$ cat config.mk
export PLATFORM = sky130hd
export DESIGN_NAME = vdc_ctrl
export DESIGN_NICKNAME = d
export VERILOG_FILES = /design/src/verilog/vdc_ctrl.v /design/src/verilog/vdc_serial.v
export VERILOG_INCLUDE_DIRS = /design/src /design/src/inc
export SDC_FILE = /design/constraint.sdc
export NUM_CORES = 1
export LEC_CHECK = 0
export BUFFER_PORTS_ARGS = -buffer_cell sky130_fd_sc_hd__buf_4
export CORE_MARGIN = 4
export CORE_UTILIZATION = 30
export DETAILED_ROUTE_END_ITERATION = 10
export PLACE_DENSITY = 0.51
export SLEW_MARGIN = 25
export SYNTH_ARGS = -nofsm -noshare
export SYNTH_HDL_FRONTEND = slang
export SYNTH_SLANG_ARGS = --single-unit
export TNS_END_PERCENT = 10
$ cat constraint.sdc
create_clock -name mclk -period 3.1 [get_ports mclk]
set_input_delay 0.775 -clock mclk [delete_from_list [all_inputs] [get_ports mclk]]
set_output_delay 0.775 -clock mclk [all_outputs]
set_load 0.02 [all_outputs]
$ cat src/inc/vdc_regs.vh
/*
 File: constants for the dual-port video DRAM host controller.
 Assumes: included by verilog/vdc_ctrl.v and verilog/vdc_serial.v.
*/
`ifndef VDC_REGS_VH
`define VDC_REGS_VH
// Register port offsets
`define VDC_OFF_CMD      4'h0
`define VDC_OFF_ROW      4'h1
`define VDC_OFF_COL      4'h2
`define VDC_OFF_WDATA    4'h3
`define VDC_OFF_STATUS   4'h4
`define VDC_OFF_SCTL     4'h5
`define VDC_OFF_SSTART   4'h6
`define VDC_OFF_SDATA    4'h7
`define VDC_OFF_RESTR    4'h8
// Cycle kinds in the command register
`define VDC_CYC_WRITE    3'h0
`define VDC_CYC_BLKWR    3'h1
`define VDC_CYC_HREF_NR  3'h2
`define VDC_CYC_HREF_RS  3'h3
`define VDC_CYC_SET_COL  3'h4
`define VDC_CYC_SET_MSK  3'h5
`define VDC_CYC_NEWMASK  3'h6
`define VDC_CYC_XFER     3'h7
// Command register fields
`define VDC_CMD_GO       3
`define VDC_CMD_LATE     4
// Serial control fields
`define VDC_SCTL_DIR     0
`define VDC_SCTL_HALF    1
`define VDC_SCTL_SPLIT   2
`define VDC_SCTL_REVE    3
`define VDC_SCTL_RUN     4
// Revision codes for the attached part
`define VDC_REV_A        2'h0
`define VDC_REV_F        2'h1
`define VDC_REV_E        2'h2
// Strobe phase timing: 30 ns each phase at 10 ns
`define VDC_T_PHASE_NS   30
`define VDC_CLK_NS       10
`define VDC_PHASE_CYC    ((`VDC_T_PHASE_NS + `VDC_CLK_NS - 1) / `VDC_CLK_NS)
`define VDC_SDIV         4
`define VDC_LAST_256     9'h0ff
`define VDC_LAST_512     9'h1ff
`endif

$ cat src/verilog/vdc_ctrl.v
/*
 File: host controller for a dual-port video DRAM, random and serial sides.
 Assumes: one clock mclk at 100 MHz; software uses the plain register port.
*/
// Strobed register access and the register addresses were left to the implementer.
`timescale 1ns/100ps
`include "vdc_regs.vh"
module vdc_ctrl #(
   parameter PHASE = `VDC_PHASE_CYC,
   parameter WIDE  = 1
) (
   input  wire        mclk,
   input  wire        sys_rst,
   input  wire [3:0]  addr,
   input  wire [31:0] wr_data,
   input  wire        wr_stb,
   input  wire        rd_stb,
   output reg  [31:0] rd_data_q,
   output reg         row_strobe_n_q,
   output reg         col_strobe_n_q,
   output reg  [8:0]  dram_addr_q,
   output reg         bitmask_write_enable_n_q,
   output reg         transfer_output_enable_n_q,
   output reg         special_function_select_q,
   output reg  [15:0] random_data_pins_out_q,
   output reg         random_data_pins_oe_q,
   input  wire [15:0] random_data_pins_in,
   output wire        serial_shift_clock_q,
   output wire        serial_port_enable_n_q,
   output wire [15:0] serial_data_pins_out_q,
   output wire        serial_data_pins_oe_q,
   input  wire [15:0] serial_data_pins_in
);
   localparam ST_IDLE = 3'h0;
   localparam ST_SETUP = 3'h1;
   localparam ST_ROW = 3'h2;
   localparam ST_COL = 3'h3;
   localparam ST_DONE = 3'h4;

   reg [2:0]  state_q;
   reg [7:0]  cnt_q;
   reg [2:0]  cyc_q;
   reg        late_q;
   reg        busy_q;
   reg        refused_q;
   reg [8:0]  row_q;
   reg [8:0]  col_q;
   reg [15:0] wdat_q;
   reg [15:0] rdat_q;
   reg [1:0]  rev_q;
   reg [4:0]  sctl_q;
   reg [8:0]  sstart_q;
   reg [8:0]  jump_q;
   reg [15:0] sdata_q;
   reg        xfer_done_q;
   reg [2:0]  s_in1_q;
   reg [2:0]  s_in2_q;
   reg [2:0]  s_in3_q;
   reg [2:0]  s_held_q;
   wire [15:0] sio_rd;
   wire [8:0]  sptr;
   wire        sblocked;
   wire        phase_end = (cnt_q == PHASE[7:0] - 8'h01);

   // Select pin level for each cycle kind
   function sel_level;
      input [2:0] c;
      begin
         case (c)
            // block write asks for select high
            `VDC_CYC_BLKWR: sel_level = 1'b1;
            // no-reset refresh high, optional reset low
            `VDC_CYC_HREF_NR: sel_level = 1'b1;
            `VDC_CYC_SET_COL: sel_level = 1'b1;
            default: sel_level = 1'b0;
         endcase
      end
   endfunction

   // Cycle kinds with a column phase after the row; all but transfer also carry data
   function has_col;
      input [2:0] c;
      begin
         has_col = (c != `VDC_CYC_HREF_NR) && (c != `VDC_CYC_HREF_RS);
      end
   endfunction

   ////////////////////////////////////////////////////////////////////////
   // Register writes; a command is taken only when idle
   always @(posedge mclk) begin
      if (sys_rst) begin
         cyc_q <= `VDC_CYC_WRITE;
         late_q <= 1'b0;
         busy_q <= 1'b0;
         refused_q <= 1'b0;
         row_q <= 9'h000;
         col_q <= 9'h000;
         wdat_q <= 16'h0000;
         rev_q <= `VDC_REV_A;
         sctl_q <= 5'h00;
         sstart_q <= 9'h000;
         jump_q <= 9'h000;
         sdata_q <= 16'h0000;
      end else begin
         if (state_q == ST_DONE)
            busy_q <= 1'b0;
         if (wr_stb) begin
            case (addr)
               `VDC_OFF_CMD: begin
                  // new-mask cycle refused on revision A only
                  if (!busy_q && wr_data[`VDC_CMD_GO] &&
                      !(wr_data[2:0] == `VDC_CYC_NEWMASK && rev_q == `VDC_REV_A)) begin
                     cyc_q <= wr_data[2:0];
                     late_q <= wr_data[`VDC_CMD_LATE];
                     busy_q <= 1'b1;
                     refused_q <= 1'b0;
                  end else if (wr_data[`VDC_CMD_GO])
                     refused_q <= 1'b1;
               end
               `VDC_OFF_ROW: row_q <= wr_data[8:0];
               `VDC_OFF_COL: col_q <= wr_data[8:0];
               // column select data for block write goes here too
               `VDC_OFF_WDATA: wdat_q <= wr_data[15:0];
               `VDC_OFF_SCTL: begin
                  sctl_q <= wr_data[4:0];
                  rev_q <= wr_data[9:8];
               end
               `VDC_OFF_SSTART: sstart_q <= wr_data[8:0];
               `VDC_OFF_SDATA: sdata_q <= wr_data[15:0];
               // jump source only marks a blocked serial address while a split transfer is pending
               `VDC_OFF_RESTR: jump_q <= wr_data[8:0];
               default: ;
            endcase
         end
      end
   end

   ////////////////////////////////////////////////////////////////////////
   // Random-port strobe sequencer: setup, row low, column low, release
   always @(posedge mclk) begin
      if (sys_rst) begin
         state_q <= ST_IDLE;
         cnt_q <= 8'h00;
         row_strobe_n_q <= 1'b1;
         col_strobe_n_q <= 1'b1;
         dram_addr_q <= 9'h000;
         bitmask_write_enable_n_q <= 1'b1;
         transfer_output_enable_n_q <= 1'b1;
         special_function_select_q <= 1'b0;
         random_data_pins_out_q <= 16'h0000;
         random_data_pins_oe_q <= 1'b0;
         rdat_q <= 16'h0000;
         xfer_done_q <= 1'b0;
      end else begin
         xfer_done_q <= 1'b0;
         cnt_q <= phase_end ? 8'h00 : cnt_q + 8'h01;
         case (state_q)
            ST_IDLE: begin
               cnt_q <= 8'h00;
               if (busy_q)
                  state_q <= ST_SETUP;
            end
            ST_SETUP: begin
               // controls settle before the row strobe falls
               special_function_select_q <= sel_level(cyc_q);
               transfer_output_enable_n_q <= (cyc_q != `VDC_CYC_XFER);
               // Late write keeps write enable high until inside the column phase
               bitmask_write_enable_n_q <= (cyc_q == `VDC_CYC_XFER) || late_q;
               // row address also refreshes during register set
               dram_addr_q <= row_q;
               if (cyc_q == `VDC_CYC_HREF_NR || cyc_q == `VDC_CYC_HREF_RS)
                  col_strobe_n_q <= 1'b0;
               if (phase_end)
                  state_q <= ST_ROW;
            end
            ST_ROW: begin
               row_strobe_n_q <= 1'b0;
               if (phase_end) begin
                  state_q <= has_col(cyc_q) ? ST_COL : ST_DONE;
                  dram_addr_q <= (cyc_q == `VDC_CYC_XFER) ? sstart_q : col_q;
                  random_data_pins_out_q <= wdat_q;
                  // Refresh has no column phase, so no data are driven
                  random_data_pins_oe_q <= has_col(cyc_q) && (cyc_q != `VDC_CYC_XFER);
               end
            end
            ST_COL: begin
               col_strobe_n_q <= 1'b0;
               // Late write drops the write enable one cycle after the column strobe,
               // so the data are taken on that edge and not on the column fall
               if (late_q && cnt_q != 8'h00)
                  bitmask_write_enable_n_q <= (cyc_q == `VDC_CYC_XFER);
               if (phase_end)
                  state_q <= ST_DONE;
            end
            ST_DONE: begin
               rdat_q <= random_data_pins_in;
               row_strobe_n_q <= 1'b1;
               col_strobe_n_q <= 1'b1;
               bitmask_write_enable_n_q <= 1'b1;
               transfer_output_enable_n_q <= 1'b1;
               random_data_pins_oe_q <= 1'b0;
               xfer_done_q <= (cyc_q == `VDC_CYC_XFER);
               state_q <= ST_IDLE;
            end
            default: state_q <= ST_IDLE;
         endcase
      end
   end

   ////////////////////////////////////////////////////////////////////////
   // Three-flop capture of serial input bits 0..2 for status
   always @(posedge mclk) begin
      if (sys_rst) begin
         s_in1_q <= 3'h0;
         s_in2_q <= 3'h0;
         s_in3_q <= 3'h0;
         s_held_q <= 3'h0;
      end else begin
         s_in1_q <= serial_data_pins_in[2:0];
         s_in2_q <= s_in1_q;
         s_in3_q <= s_in2_q;
         // Take a new value only once the last two stages agree
         if (s_in2_q == s_in3_q)
            s_held_q <= s_in3_q;
      end
   end

   // Read port; data one cycle after the strobe, unmapped reads zero
   always @(posedge mclk) begin
      if (sys_rst)
         rd_data_q <= 32'h00000000;
      else if (rd_stb) begin
         case (addr)
            `VDC_OFF_CMD: rd_data_q <= {27'h0, late_q, busy_q, cyc_q};
            `VDC_OFF_WDATA: rd_data_q <= {16'h0, rdat_q};
            `VDC_OFF_STATUS: rd_data_q <= {16'h0, sptr, 1'b0,
               s_held_q, sblocked, refused_q, busy_q};
            `VDC_OFF_SCTL: rd_data_q <= {22'h0, rev_q, 3'h0, sctl_q};
            `VDC_OFF_SSTART: rd_data_q <= {23'h0, sstart_q};
            `VDC_OFF_SDATA: rd_data_q <= {16'h0, sio_rd};
            `VDC_OFF_RESTR: rd_data_q <= {23'h0, jump_q};
            default: rd_data_q <= 32'h00000000;
         endcase
      end
   end

   ////////////////////////////////////////////////////////////////////////
   // serial side runs on its own, only told of transfers
   vdc_serial #(.DIV(`VDC_SDIV)) u_serial (
      .mclk       (mclk),
      .sys_rst    (sys_rst),
      .run        (sctl_q[`VDC_SCTL_RUN]),
      .dir_wr     (sctl_q[`VDC_SCTL_DIR]),
      .wide       (WIDE != 0),
      .split      (sctl_q[`VDC_SCTL_SPLIT] && busy_q && cyc_q == `VDC_CYC_XFER),
      .rev_e      (sctl_q[`VDC_SCTL_REVE]),
      .split_half (sctl_q[`VDC_SCTL_HALF]),
      .start_addr (sstart_q),
      .jump_src   (jump_q),
      .xfer_done  (xfer_done_q),
      .wdata      (sdata_q),
      .sio_in     (serial_data_pins_in),
      .sclk_q     (serial_shift_clock_q),
      .senb_n_q   (serial_port_enable_n_q),
      .sio_out_q  (serial_data_pins_out_q),
      .sio_oe_q   (serial_data_pins_oe_q),
      .rdata_q    (sio_rd),
      .ptr_q      (sptr),
      .blocked_q  (sblocked)
   );
endmodule

$ cat src/verilog/vdc_serial.v
/*
 File: serial-port sequencer of the host controller.
 Assumes: one clock mclk; the device serial port needs no random-port pins.
*/
`timescale 1ns/100ps
`include "vdc_regs.vh"
module vdc_serial #(
   parameter DIV = `VDC_SDIV
) (
   input  wire       mclk,
   input  wire       sys_rst,
   input  wire       run,
   input  wire       dir_wr,
   input  wire       wide,
   input  wire       split,
   input  wire       rev_e,
   input  wire       split_half,
   input  wire [8:0] start_addr,
   input  wire [8:0] jump_src,
   input  wire       xfer_done,
   input  wire [15:0] wdata,
   input  wire [15:0] sio_in,
   output reg        sclk_q,
   output reg        senb_n_q,
   output reg  [15:0] sio_out_q,
   output reg        sio_oe_q,
   output reg  [15:0] rdata_q,
   output reg  [8:0] ptr_q,
   output reg        blocked_q
);
   reg [7:0] div_q;
   reg       restrict_q;
   wire      tick = (div_q == DIV[7:0] - 8'h01);
   wire [8:0] last = wide ? `VDC_LAST_512 : `VDC_LAST_256;
   wire      half_of = wide ? ptr_q[8] : ptr_q[7];
   // forbidden serial addresses while a split transfer is pending
   wire      bad = restrict_q &&
      ((ptr_q == jump_src) || (ptr_q == last) || (rev_e && !dir_wr && half_of == split_half));

   ////////////////////////////////////////////////////////////////////////
   // Serial clock divider and pointer; untouched by random cycles except transfers, which reload the pointer
   always @(posedge mclk) begin
      if (sys_rst) begin
         div_q <= 8'h00;
         sclk_q <= 1'b0;
         senb_n_q <= 1'b1;
         sio_oe_q <= 1'b0;
         sio_out_q <= 16'h0000;
         rdata_q <= 16'h0000;
         ptr_q <= 9'h000;
         restrict_q <= 1'b0;
         blocked_q <= 1'b0;
      end else begin
         div_q <= tick ? 8'h00 : div_q + 8'h01;
         // restricted window opens with a split transfer, closes when done
         if (split && !xfer_done)
            restrict_q <= 1'b1;
         else if (xfer_done)
            restrict_q <= 1'b0;
         blocked_q <= bad;
         senb_n_q <= !run;
         sio_oe_q <= run && dir_wr;
         if (xfer_done)
            ptr_q <= start_addr;
         else if (tick) begin
            // Hold the clock low while blocked so no edge hits a bad address
            if (!sclk_q && run && !bad) begin
               sclk_q <= 1'b1;
               if (!dir_wr)
                  rdata_q <= sio_in;
            end else if (sclk_q) begin
               sclk_q <= 1'b0;
               sio_out_q <= wdata;
               // wrap from last address to transfer start
               ptr_q <= (ptr_q == last) ? start_addr : ptr_q + 9'h001;
            end
         end
      end
   end
endmodule
==> Word-level counts from Yosys, hierarchy flattened <==
Index checks and enable logic that the tools add are counted.
{ "word_totals": {"ff_bits": 238, "output_inout_bits": 82, "wordCells": 173} }
{ "op_classes": {"add_sub_neg": 3, "eq_ne": 34, "muxes": 33, "bitwise_logic": 4, "n_reduce_logical": 61} }
{ "ops": {"columns": ["op", "count"], "rows": [
  ["$pmux W16 S7", 1],
  ["$mux W9", 7],
  ["$reduce_and A2 Y1", 13],
  ["$pmux W9 S2", 1],
  ["$add A8 B1 Y8 const B", 2],
  ["$eq A4 B3 Y1 const B", 4],
  ["$eq A8 B2 Y1 const B", 2],
  ["$logic_and A1 B1 Y1", 15],
  ["$mux W3", 5],
  ["$ne A2 B2 Y1 const B", 7],
  ["$reduce_bool A2 Y1", 7],
  ["$mux W1", 13],
  ["$eq A3 B2 Y1 const B", 4],
  ["$eq A3 B3 Y1 const B", 4],
  ["$pmux W3 S4", 1],
  ["$reduce_and A4 Y1", 3],
  ["$add A9 B1 Y9 const B", 1],
  ["$eq A9 B9 Y1", 1],
  ["$eq A9 B9 Y1 const B", 1],
  ["$reduce_and A3 Y1", 3],
  ["$eq A4 B2 Y1 const B", 2],
  ["$reduce_bool A8 Y1", 1],
  ["$logic_not A1 Y1", 7],
  ["$eq A3 B1 Y1 const B", 2],
  ["16 further kinds", 28]
]} }

==> Longest topological paths before layout <==
{ "logic_depth": {"depth_word": 10, "ltp_mapped": 11, "depth_no_buf": 10} }

==> Cells and area by module <==
Synthesis repeated with hierarchy kept, for this count alone.
{ "hier_totals": {"hier_cells": 1105, "hier_area_um2": 9690.5} }
{ "modules_own_cells": {"columns": ["mod", "instances", "cells_per_inst", "area_per_inst_um2", "seq_area_each_um2"], "rows": [
  ["vdc_ctrl", 1, 838, 7253.2, 3363.2],
  ["vdc_serial", 1, 267, 2437.3, 1081.0]
]} }

==> Least setup slack after synthesis <==
No wires, ideal clock.
{ "synth_path": {"path_kind": "register -> register", "startpoint": "reg u_serial.ptr_q[0]", "endpoint": "reg u_serial.rdata_q[10]", "setup_time_ns": 0.132, "arrival_time_ns": 2.404, "t_required_ns": 2.968, "path_slack_ns": 0.564, "stages_incl_launch_ff": 12, "path_cell_list": "dfxtp_1 > ha_1 > and3_1 > and3_1 > and3_1 > ha_1 > a21oi_1 > or4b_1 > buf_2 > clkbuf_2 > o21ai_0 > a21oi_1"} }
{ "synth_between": {"elab_chain_len": 7, "word_cells_on_any_way": 8} }
{ "synth_lines": {"columns": ["element", "line_no", "rtl"], "rows": [
  ["start: declaration", "vdc_serial.v:28", "output reg [8:0] ptr_q,"],
  ["start signal: assignment", "vdc_serial.v:64", "ptr_q <= start_addr;"],
  ["start signal: assignment", "vdc_serial.v:75", "ptr_q <= (ptr_q == last) ? start_addr : ptr_q + 9'h001;"],
  ["$eq A9 B9 Y1", "vdc_serial.v:38", "((ptr_q == jump_src) || (ptr_q == last) || (rev_e && !dir_wr && half_of == split_half));"],
  ["$logic_or A1 B1 Y1 * (2 in series)", "vdc_serial.v:38", null],
  ["$logic_and A1 B1 Y1 *", "vdc_serial.v:37", "wire bad = restrict_q &&"],
  ["$logic_not A1 Y1 *", "vdc_serial.v:67", "if (!sclk_q && run && !bad) begin"],
  ["$logic_and A1 B1 Y1 *", "vdc_serial.v:67", null],
  ["$reduce_and A4 Y1 (no line) *", null, null],
  ["end signal: assignment", "vdc_serial.v:70", "rdata_q <= sio_in;"],
  ["end: declaration", "vdc_serial.v:27", "output reg [15:0] rdata_q,"]
]} }
Every way passes the cells marked *; elsewhere a longest branch is shown, timed or not.
A chain may end at the register's enable or synchronous reset.

==> Worst setup path after layout <==
{ "layout_path": {"startpoint": "reg u_serial.ptr_q[0]", "endpoint": "reg u_serial.rdata_q[15]"} }
The elaborated chain is that of the path after synthesis.

==> impl_summary.log <==
[metrics] status: finished, final reports clean
[metrics] number of primary I/O pins: between 150 and 200
[metrics] fin area: roughly 11000 um2
[metrics] Final #Nets: between 1000 and 1500
[metrics] Critical Path End Type: flop
[metrics] Die Width: 184.5 um
[metrics] initial core utilization: between 30% and 40%
[metrics] Sequential Area: about 4400 um2
[metrics] worst hold-check slack: between 400 and 500 ps
[metrics] number of buffers added on ports: about 120
[metrics] highest clock frequency the design can meet: 0.3530 GHz
[metrics] Seq/Total Area, Yosys: a little under half
[metrics] wire length reported by the detailed router: 27.73 mm
[metrics] total DRC errors in the routed layout: 0
[metrics] Max-Cap Viols: 0
[metrics] gr ovfl total: 0
[metrics] cell area after placement: about 11000 um2
[metrics] clock tree root driver cell: sky130_fd_sc_hd__clkbuf_16
[metrics] share of post-route cells with drive strength above 1: 15.90%
[metrics] antenna violations before repair: 0
[metrics] CTS tree: done
[metrics] Antenna Nets Post-Route: 0
[metrics] setup violation total in the final timing report: 0
[metrics] average cell area after synthesis: about 8.3 um2
[metrics] number of hold buffers added after cts: 0
[metrics] slew at the pin with the worst max-slew slack: between 800 and 900 ps
[metrics] number of H-tree branching levels: 1
[metrics] peak ir drop on the vdd network: about 0.5 mV
[metrics] power per cell area: between 500 and 600 nW/um2
[metrics] most frequent cells in the layout: sky130_fd_sc_hd__nand2_1, sky130_fd_sc_hd__dfxtp_1, sky130_fd_sc_hd__buf_4, sky130_fd_sc_hd__a21oi_1, sky130_fd_sc_hd__nor2_1
[metrics] overall die height: between 150 and 200 um
[metrics] portion of synthesized cell area occupied by the leading cell type: 47.54%
[metrics] average wire length per cell after detail routing: 17.02 um
[metrics] critical path required time: 3470 ps
[metrics] cts repair resizes: 0
[metrics] HP Class: reg -> reg
[metrics] post-place setup slack: roughly 320 ps
[metrics] total CTS buffers: 26
[metrics] row count: 64
[metrics] setup fix buffers added after clock tree synthesis: 0
[metrics] flip-flop and latch count after synthesis: 222
[metrics] area taken by multi-input logic gates: 4461 um2
[metrics] global-route usage over all layers: ~16%
[metrics] average via count per standard cell: about 4.9
[metrics] number of global-route vias before repair: between 7000 and 8000
[metrics] cell accounting for the most synthesized area: sky130_fd_sc_hd__dfxtp_1
[metrics] cell count after synthesis: about 1100
[metrics] weighted congestion at the end of routability-driven global placement: between 0.8 and 0.9
[metrics] fill count: around 3200
[metrics] core area: 30670 um2
[metrics] area growth from synthesis to layout: 21.91%
[metrics] count of clock tree sinks: 222
[metrics] static leakage: between 4 and 5 nW
[metrics] setup_tns: 0 ps
[metrics] first drt pass iteration count: 5
[metrics] number of enable flip-flop cells after synthesis: 0
[metrics] Hold Fails Final Rpt: 0
[metrics] clock period minus worst slack: 2833 ps
[metrics] vias after detailed routing: 7996
[metrics] number of max-slew violations in the final report: 0
[metrics] largest buffer count on any clock path: 3
[metrics] netlist area before placement: between 9000 and 10000 um2
[metrics] n_diodes: 0
[metrics] maximum number of pins on one net before global-route repair: 85
[metrics] number of library cell types mapped by synthesis: 64
[metrics] wire length of the first global-routing pass: 43.20 mm
[metrics] clock network latency to the later pin of the worst-skew pair: between 500 and 600 ps
[metrics] DPL Wire Length: 19.12 mm
[metrics] type of origin of the critical path: flop
[metrics] initial detailed-routing violation count: between 500 and 600
[metrics] most frequently used flop master after synthesis: sky130_fd_sc_hd__dfxtp_1
[metrics] arrival time reported for the critical path endpoint: roughly 3200 ps
[metrics] post-route fraction of the period consumed by the critical path: between 90 and 100%
[metrics] critical path class: reg -> reg
[metrics] Slew HR: 42.72%
[metrics] unrepaired setup endpoints after global routing: false
[metrics] slack of the critical path: 267.2 ps
[metrics] largest driver fanout on the critical path: 12
[metrics] Fin Clk Skew: 16.58 ps
[metrics] most frequent standard cell in the layout excluding fill and tap cells: sky130_fd_sc_hd__nand2_1
[metrics] most area-consuming cells after synthesis: sky130_fd_sc_hd__dfxtp_1, sky130_fd_sc_hd__nand2_1, sky130_fd_sc_hd__a21oi_1
[metrics] synth warn: 0
[metrics] CTS clk-pin slew, worst paths: roughly 60 ps
[metrics] die area: approximately 34000 um2
[metrics] proportion of synthesized flip-flops having asynchronous set or reset: 0%
-- layer usage --
metal  GRT usage [%]  part of all wire, %
met2           25.31                   45
met1           21.81                   47
met3           3.079                  5.3
met4           4.259                  2.2
met5               0                    0
-- per-stage QoR --
stage                     utilization, %  power (mW)  cells
after floorplan                        -       3.133   1143
after global placement             34.46       3.246   1583
after detailed placement           34.46       3.248   1583
after CTS                          37.16       6.230   1629
after global routing               37.16       6.358   1629
final                              37.16       6.130   1629
-- final timing paths --
check | startpoint | end | cells past startpoint | slack (ps)
worst min-delay path | s_in1_q[0] | s_in2_q[0] | 1 | 440
worst max-delay path | u_serial.ptr_q[0] | u_serial.rdata_q[15] | 10 | 270
worst max register to register | u_serial.ptr_q[0] | u_serial.rdata_q[15] | 10 | 270
worst min register to register | s_in1_q[0] | s_in2_q[0] | 1 | 440
-- sequential cells by signal, indices dropped and copies added (netlist names), 9 cells and up --
name	flops
u_serial.sio_out_q	16
jump_q	9
u_serial.rdata_q	16
dram_addr_q	9
row_q	9
random_data_pins_out_q	16
sstart_q	9
col_q	9
rd_data_q	16
sdata_q	16
u_serial.ptr_q	9
rdat_q	16
wdat_q	16
-- layout make-up --
type                            instances  area share, %
Sequential cell                       222          39.00
Tap cell                              396          4.348
Inverter                               18         0.5929
Multi-Input combinational cell        804          39.14
Clock inverter                          8         0.7027
Timing Repair Buffer                  143          9.673
Clock buffer                           38          6.544
-- synthesized netlist by cell type, drive strengths merged (4+ instances only) --
master,number
xor2,11
and2,4
nor3b,4
o32ai,4
o21ai,35
a22oi,20
dfxtp,222
or3,4
inv,18
nand2b,7
nor4,6
nor2,89
a21o,12
a21oi,134
nand4,15
nand3,29
mux2,5
nor3,15
nand2,230
clkbuf,76
buf,23
and3,14
nor2b,16
xnor2,15
ha,6
a22o,9
o211ai,9
or2,4
mux2i,50
-- cell families (layout without fill, tap and decap cells) --
family / Yosys count / in the layout / share of synthesized area (%)
compound gates: 253 / 253 / 16.22
xor+xnor: 26 / 26 / 2.436
fa+ha+maj: 6 / 6 / 0.8031
buf+inv: 117 / 207 / 5.394
flops: 222 / 222 / 47.54
mux: 56 / 56 / 6.197
other cells: 1 / 16 / 0.04012
simple gates: 447 / 447 / 21.36
-- critical path: stages, from the launching register on --
cell                      delay [ps]
sky130_fd_sc_hd__dfxtp_1         310
sky130_fd_sc_hd__ha_1            220
sky130_fd_sc_hd__and3_1          210
sky130_fd_sc_hd__and3_1          210
sky130_fd_sc_hd__and3_1          200
sky130_fd_sc_hd__ha_1            230
sky130_fd_sc_hd__a21oi_1         190
sky130_fd_sc_hd__or4b_1          610
sky130_fd_sc_hd__buf_4           240
sky130_fd_sc_hd__o21ai_0         160
sky130_fd_sc_hd__a21oi_1          80
-- report_power, final --
part	internal (mW)	switching (mW)
Sequential	2.88	0.0202
Clock	1.75	1.20
Combinational	0.0996	0.188
Total	4.73	1.40
No activity file was read; power rests on OpenSTA's default activity.
